**src/design/store_map.svh**
```systemverilog
// Constants for the octal storage register: widths, reset values, latency.
// Assumes inclusion by bare name from design and test files.
`ifndef STORE_MAP_SVH
`define STORE_MAP_SVH

// Bits held by the register
`define STORE_WIDTH 8
// Stored value and pin filter state after reset
`define HELD_RESET 8'h00
`define PIN_RESET 1'b0
// Output-disable pin idles high, so outputs float out of reset
`define DISABLE_RESET 1'b1
// Output enable levels
`define DRIVE_ON 1'b1
`define DRIVE_OFF 1'b0
// Stages in each pin synchroniser, ahead of its agreement filter flop
`define SYNC_STAGES 3

`endif

```
**src/design/store_pkg.sv**
```systemverilog
// Types shared by the octal storage register.
// Assumes store_map.svh is on the include path.
`include "store_map.svh"

package store_pkg;

  // Build-time storage style
  typedef enum logic {
    STYLE_LATCH,
    STYLE_EDGE
  } store_style_e;

  typedef logic [`STORE_WIDTH-1:0] byte_t;

  // Pin group as seen after the synchronisers
  typedef struct packed {
    logic output_disable_n;
    logic gate;
    byte_t data;
  } pin_bundle_s;

  // Three-state output pair
  typedef struct packed {
    byte_t value;
    byte_t drive_en;
  } bus_drive_s;

endpackage : store_pkg

```
**src/design/pin_sync.sv**
```systemverilog
// Three-stage synchroniser with agreement filter for asynchronous pins.
// Assumes one clock and an asynchronous active-high reset.
`timescale 1ns/1ps
`include "store_map.svh"

module pin_sync #(
  parameter int W = 1,
  parameter logic [W-1:0] RESET_VAL = '0
) (
  // Clock and reset
  input wire logic mclk_i,
  input wire logic reset_i,
  // Pins and filtered levels
  input wire logic [W-1:0] pin_i,
  output logic [W-1:0] level_o
);

  logic [W-1:0] stage1_r;
  logic [W-1:0] stage2_r;
  logic [W-1:0] stage3_r;

  // First stage feeds only the second
  always_ff @(posedge mclk_i or posedge reset_i) begin
    if (reset_i) begin
      stage1_r <= RESET_VAL;
      stage2_r <= RESET_VAL;
      stage3_r <= RESET_VAL;
    end else begin
      stage1_r <= pin_i;
      stage2_r <= stage1_r;
      stage3_r <= stage2_r;
    end
  end

  // A bit moves only when stages two and three agree
  always_ff @(posedge mclk_i or posedge reset_i) begin
    if (reset_i) begin
      level_o <= RESET_VAL;
    end else begin
      for (int i = 0; i < W; i++) begin
        if (stage2_r[i] == stage3_r[i]) begin
          level_o[i] <= stage3_r[i];
        end
      end
    end
  end

endmodule : pin_sync

```
**src/design/octal_store.sv**
```systemverilog
// Octal storage register with three-state outputs, latch or edge style.
// Assumes data, gate and disable arrive asynchronously on pins and that
// the surrounding pad ring resolves value and enable into a bus wire.
`timescale 1ns/1ps
`include "store_map.svh"

module octal_store
  import store_pkg::*;
#(
  parameter store_style_e STYLE = STYLE_LATCH,
  parameter int WIDTH = `STORE_WIDTH
) (
  // Clock and reset
  input wire logic mclk_i,
  input wire logic reset_i,
  // Data and control pins
  input wire logic [WIDTH-1:0] data_i,
  input wire logic gate_i,
  input wire logic output_disable_n_i,
  // Three-state output pins
  output logic [WIDTH-1:0] held_value_o,
  output logic [WIDTH-1:0] drive_en_o
);

  localparam logic [WIDTH-1:0] HELD_INIT = WIDTH'(`HELD_RESET);
  localparam logic [WIDTH+1:0] PIN_INIT =
    {`DISABLE_RESET, `PIN_RESET, WIDTH'(`HELD_RESET)};

  logic [WIDTH+1:0] pins_raw;
  logic [WIDTH+1:0] pins_sync;
  logic [WIDTH-1:0] data_f;
  logic gate_f;
  logic disable_f;
  logic gate_prev_r;
  logic gate_rise;
  logic load_en;
  logic [WIDTH-1:0] held_r;
  logic [WIDTH-1:0] held_nxt;
  logic [WIDTH-1:0] drive_nxt;

  // All pins share one synchroniser so their relative timing is kept
  assign pins_raw = {output_disable_n_i, gate_i, data_i};

  pin_sync #(
    .W(WIDTH + 2),
    .RESET_VAL(PIN_INIT)
  ) u_pin_sync (
    .mclk_i(mclk_i),
    .reset_i(reset_i),
    .pin_i(pins_raw),
    .level_o(pins_sync)
  );

  assign data_f = pins_sync[WIDTH-1:0];
  assign gate_f = pins_sync[WIDTH];
  assign disable_f = pins_sync[WIDTH+1];

  // Edge detector on the filtered gate, never on a raw stage
  always_ff @(posedge mclk_i or posedge reset_i) begin
    if (reset_i) begin
      gate_prev_r <= `PIN_RESET;
    end else begin
      gate_prev_r <= gate_f;
    end
  end

  assign gate_rise = gate_f & ~gate_prev_r;

  // Gate pulses sampled on fewer than two clock edges are lost in the pin filter.
  // Latch capture is the last value followed, one filter lag behind the pins.
  // Style picked at build time; one common load enable for all bits
  generate
    if (STYLE == STYLE_LATCH) begin : g_latch
      // Transparent while high, holds the last followed value after the fall
      assign load_en = gate_f;
    end else begin : g_edge
      // Loads only on the rising transition
      assign load_en = gate_rise;
    end
  endgenerate

  // Disable is deliberately absent from the load path
  always_comb begin
    held_nxt = held_r;
    if (load_en) begin
      held_nxt = data_f;
    end
  end

  always_ff @(posedge mclk_i or posedge reset_i) begin
    if (reset_i) begin
      held_r <= HELD_INIT;
    end else begin
      held_r <= held_nxt;
    end
  end

  // Output value register tracks storage so pins come from a flop
  always_ff @(posedge mclk_i or posedge reset_i) begin
    if (reset_i) begin
      held_value_o <= HELD_INIT;
    end else begin
      held_value_o <= held_nxt;
    end
  end

  // One enable per bit; the pad ring floats a bit whose enable is low
  assign drive_nxt = disable_f ? {WIDTH{`DRIVE_OFF}} : {WIDTH{`DRIVE_ON}};

  always_ff @(posedge mclk_i or posedge reset_i) begin
    if (reset_i) begin
      drive_en_o <= {WIDTH{`DRIVE_OFF}};
    end else begin
      drive_en_o <= drive_nxt;
    end
  end

  generate
    if (STYLE == STYLE_LATCH) begin : g_latch_chk

    end else begin : g_edge_chk

    end
  endgenerate
endmodule : octal_store

```
**config.mk**
```make
export PLATFORM = sky130hd
export DESIGN_NAME = octal_store
export DESIGN_NICKNAME = d
export VERILOG_FILES = /design/src/design/store_pkg.sv /design/src/design/pin_sync.sv /design/src/design/octal_store.sv
export VERILOG_INCLUDE_DIRS = /design/src /design/src/design
export SDC_FILE = /design/constraint.sdc
export NUM_CORES = 1
export LEC_CHECK = 0
export BUFFER_PORTS_ARGS = -buffer_cell sky130_fd_sc_hd__buf_4
export CAP_MARGIN = 25
export CORE_UTILIZATION = 56
export DETAILED_ROUTE_END_ITERATION = 6
export HOLD_SLACK_MARGIN = 0.02
export PLACE_DENSITY = 0.8
export SYNTH_ARGS = -nofsm -noshare
export SYNTH_HDL_FRONTEND = slang
export SYNTH_SLANG_ARGS = --single-unit
```
**constraint.sdc**
```tcl
create_clock -name mclk_i -period 3 [get_ports mclk_i]
set_clock_uncertainty 0.1 [all_clocks]
set_input_delay 0.45 -clock mclk_i [delete_from_list [all_inputs] [get_ports mclk_i]]
set_output_delay 0.45 -clock mclk_i [all_outputs]
set_load 0.01 [all_outputs]
```
==> parameters.txt <==
Parameter                              Value

Hold path
  Hold Path Cell Cnt ... 1
  Startpoint of the tightest hold check path ... data_i[5]
  Worst Hold Path EP ... u_pin_sync.stage1_r[5]$_DFF_PP0_
  Kind of path behind the tightest hold check ... input port to flip-flop

Place
  Final weighted congestion in routability-driven placement ... 0.630
  Post-DP HPWL ... 1210 um
  Buffers added on ports ... 27
  Instance count after placement with tap cells included ... roughly 130

Worst setup path
  Type of the worst setup path ... flip-flop to output port
  Number of cell instances on the worst register-to-register path ... 1
  Stage delay of the slowest cell on the critical path ... roughly 0.47 ns
  Reg2reg start ... u_pin_sync.level_o[8]$_DFFE_PP0N_
  Crit path required time ... approximately 2.5 ns
  Sequence of cells on the critical path ... buf_4
  CP Data Arrival Time ... 1.01 ns
  Slack of the worst reg-to-reg path ... 1.74 ns
  Cell with the largest stage delay on the worst path ... sky130_fd_sc_hd__dfrtp_1
  Worst Setup End Kind ... output port
  Top cell family by delay on the critical path ... flip-flops
  Category of the worst setup path launch point ... flip-flop
  Critical Path Fanout Max ... 8
  Count of buffer and inverter cells on the critical path ... 1
  Destination of the worst register-to-register timing path ... held_value_o[3]$_DFFE_PP0P_

Yosys
  Number of flip-flops and latches in the synthesized netlist ... roughly 50
  Yosys top cell area share ... 73.9%
  Yosys top cell by area ... sky130_fd_sc_hd__dfrtp_1
  Post-synth design cell area ... between 1500 and 2000 um^2
  Number of synthesis warnings ... 0
  Sequential cell area fraction in the yosys report ... around four fifths
  Post-Syn Instances ... 77
  Synthesized area divided by synthesized cell count ... 19.8 um^2
  List of most frequent post-synthesis cells ... 45 x sky130_fd_sc_hd__dfrtp_1, 9 x sky130_fd_sc_hd__maj3_1, 8 x sky130_fd_sc_hd__mux2_4
  Ys async rst share ... 100%
  Top post-synthesis cells by area ... sky130_fd_sc_hd__dfrtp_1 74%, sky130_fd_sc_hd__mux2_4 7.9%, sky130_fd_sc_hd__dfstp_2 6.9%
  Cell with the most instances after synthesis ... sky130_fd_sc_hd__dfrtp_1
  Top_reg_cell synth ... sky130_fd_sc_hd__dfrtp_1
  EDFF count, synth ... 0
  Nets in the synthesized netlist ... just under 90
  Count of different cell masters after synthesis ... 8

Drt
  DR iter-0 viols ... 1
  Routed len/inst ... 13.6 um
  Number of vias in the routed layout ... 641
  Post-DR vias/cell ... 4.78
  DRC ... 0
  Count of nets left with antenna violations after detail routing ... 0
  WL final ... 1830 um
  Length of the first detailed-routing pass in iterations ... 3

Floorplanning
  Die span in x ... 54.2 um
  Placeable core region ... 2520 um^2
  Number of top-level pins ... 28
  Initial core utilization ... 60.4%
  Number of placement rows ... 18
  Die height ... 54.2 um
  Die area ... 2930 um^2

Timing
  Shortest period the worst path allows ... 1.56 ns
  Unrepaired setup endpoints after global routing ... no
  Slew @ Worst Pin ... 0.952 ns
  Portion of the clock cycle consumed by the worst path in the final layout ... 51.9%
  Hold violation count in the final report ... 0
  Final setup fails ... 0
  Worst slew margin relative to its limit ... roughly 36%
  Maximum clock frequency ... 642 MHz
  Final sum of negative setup slack ... 0 ns
  Slew Limit Fails ... 0

Power
  NetSw ... 282 uW
  Sequential group share of total power ... 58.8%
  Worst vdd ir ... roughly 650 uV
  Int Power ... 1010 uW
  Combinational Power Share ... between 10% and 20%
  Power density of the placed cells ... 719 nW/um^2
  LEAKAGE ... between 0.0008 and 0.0009 uW
  Post-layout total power ... 1290 uW
  Net Sw Frac ... 21.9%
  Clock group share of total power ... 30.5%

Clock network
  Clock buffer depth ... 2
  Clock buffers created by TritonCTS ... 5
  Insertion delay of the later-clocked pin in the worst-skew pair ... 0.36 ns
  Maximum level of the CTS H-tree ... 2
  # Post-CTS Setup Buffers ... 0
  Number of gates given a new drive strength after cts ... 0
  CTS sink count ... 49
  Post-CTS clock slew at the launch and capture registers of the worst setup and hold paths ... ~0.13 ns
  Root buf cell ... sky130_fd_sc_hd__clkbuf_4
  Count of hold-fix buffers inserted at cts ... 0
  Clock tree from TritonCTS ... yes

GRT
  Pin count of the biggest net entering global routing ... 50
  Vias in the first global route ... ~630
  Wire length of the first global-routing pass ... 2990 um
  Overall overflow remaining after global route ... 0
  Number of antenna violations at the first check in global routing ... 0
  Total global-route track usage ... 16.5%

Cells and area
  Count of inserted antenna diode cells ... 0
  Finished Layout Cells ... 134
  Area overhead of the layout relative to synthesis ... 17.4%
  Final-stage net count ... 115
  Share of layout cells above drive strength 1 ... 47.1%
  Fin util ... 70.9%

Job
  Maximum Capacitance Violations ... 0

Status
  Result of the run ... finished clean
==> per-stage QoR <==
step	cell area [um^2]	worst slack, ns	hold slack [ns]
after global placement	1700	1.61	0.232
final	1790	1.44	0.0824
after floorplan	1520	1.28	0.231
after CTS	1790	1.42	0.0608
after global routing	1790	1.36	0.0456
after detailed placement	1700	1.55	0.235
==> layer usage <==
layer / track usage [%] / share of wire (%) / wire length (um) / up-vias
li1: - / - / - / 297
met4: 12.8 / 2.2 / 41 / 0
met2: 22.6 / 45 / 825 / 19
met1: 21.2 / 47 / 861 / 320
met3: 5.93 / 5.4 / 98 / 5
met5: 0 / 0 / 0 / -
==> cells in the final DEF, fill, tap and decap left out <==
| cell type | synthesis | routed |
|---|---|---|
| sky130_fd_sc_hd__clkbuf_4 | 0 | 5 |
| sky130_fd_sc_hd__mux2_4 | 8 | 8 |
| sky130_fd_sc_hd__clkinvlp_4 | 0 | 1 |
| sky130_fd_sc_hd__buf_4 | 7 | 27 |
| sky130_fd_sc_hd__bufinv_16 | 0 | 1 |
| sky130_fd_sc_hd__dfstp_2 | 4 | 4 |
| sky130_fd_sc_hd__maj3_2 | 1 | 1 |
| sky130_fd_sc_hd__clkbuf_8 | 0 | 1 |
| sky130_fd_sc_hd__inv_2 | 0 | 1 |
| sky130_fd_sc_hd__inv_1 | 2 | 1 |
| sky130_fd_sc_hd__dfrtp_1 | 45 | 45 |
| sky130_fd_sc_hd__maj3_1 | 9 | 9 |
==> final cells by class <==
type                    count  area, um^2
inverters                   2        7.51
fillers                   168         733
repair buffers             27         203
flip-flops and latches     49        1230
clock buffers               6        51.3
well taps                  30        37.5
clock inverters             2        37.5
multi-input cells          18         221
==> state kept, by name, summed over array words and instances, names as in the netlist <==
register and cells:
u_pin_sync.stage2_r 10, u_pin_sync.stage3_r 10, drive_en_o 1, held_value_o 8, u_pin_sync.stage1_r 10, u_pin_sync.level_o 10
==> worst max-delay path by stage <==
stage / start / end / slack [ns] / cells past startpoint
2_1_floorplan: reset_i / drive_en_o[6]$_DFF_PP0_ / 1.28 / 1
3_3_place_gp: reset_i / held_value_o[5]$_DFFE_PP0P_ / 1.61 / 2
3_5_place_dp: reset_i / held_value_o[6]$_DFFE_PP0P_ / 1.55 / 2
4_1_cts: drive_en_o[6]$_DFF_PP0_ / drive_en_o[0] / 1.42 / 1
5_1_grt: drive_en_o[6]$_DFF_PP0_ / drive_en_o[0] / 1.36 / 1
6_report: drive_en_o[6]$_DFF_PP0_ / drive_en_o[0] / 1.44 / 1
==> power by group through the flow <==
stage | Clock, uW | Sequential [uW] | Combinational [uW]
3_3_place_gp | 0 | 766 | 137
3_5_place_dp | 0 | 770 | 141
5_1_grt | 433 | 765 | 150
6_report | 393 | 756 | 138
4_1_cts | 410 | 758 | 140
2_1_floorplan | 0 | 767 | 81.8
==> cell families after synthesis <==
group / synth area share, %
adder cells (fa/ha/maj): 6.65
flip-flops: 80.8
multiplexers: 7.88
buffers and inverters: 4.68
Note: power is estimated with default switching activity, not from simulation.
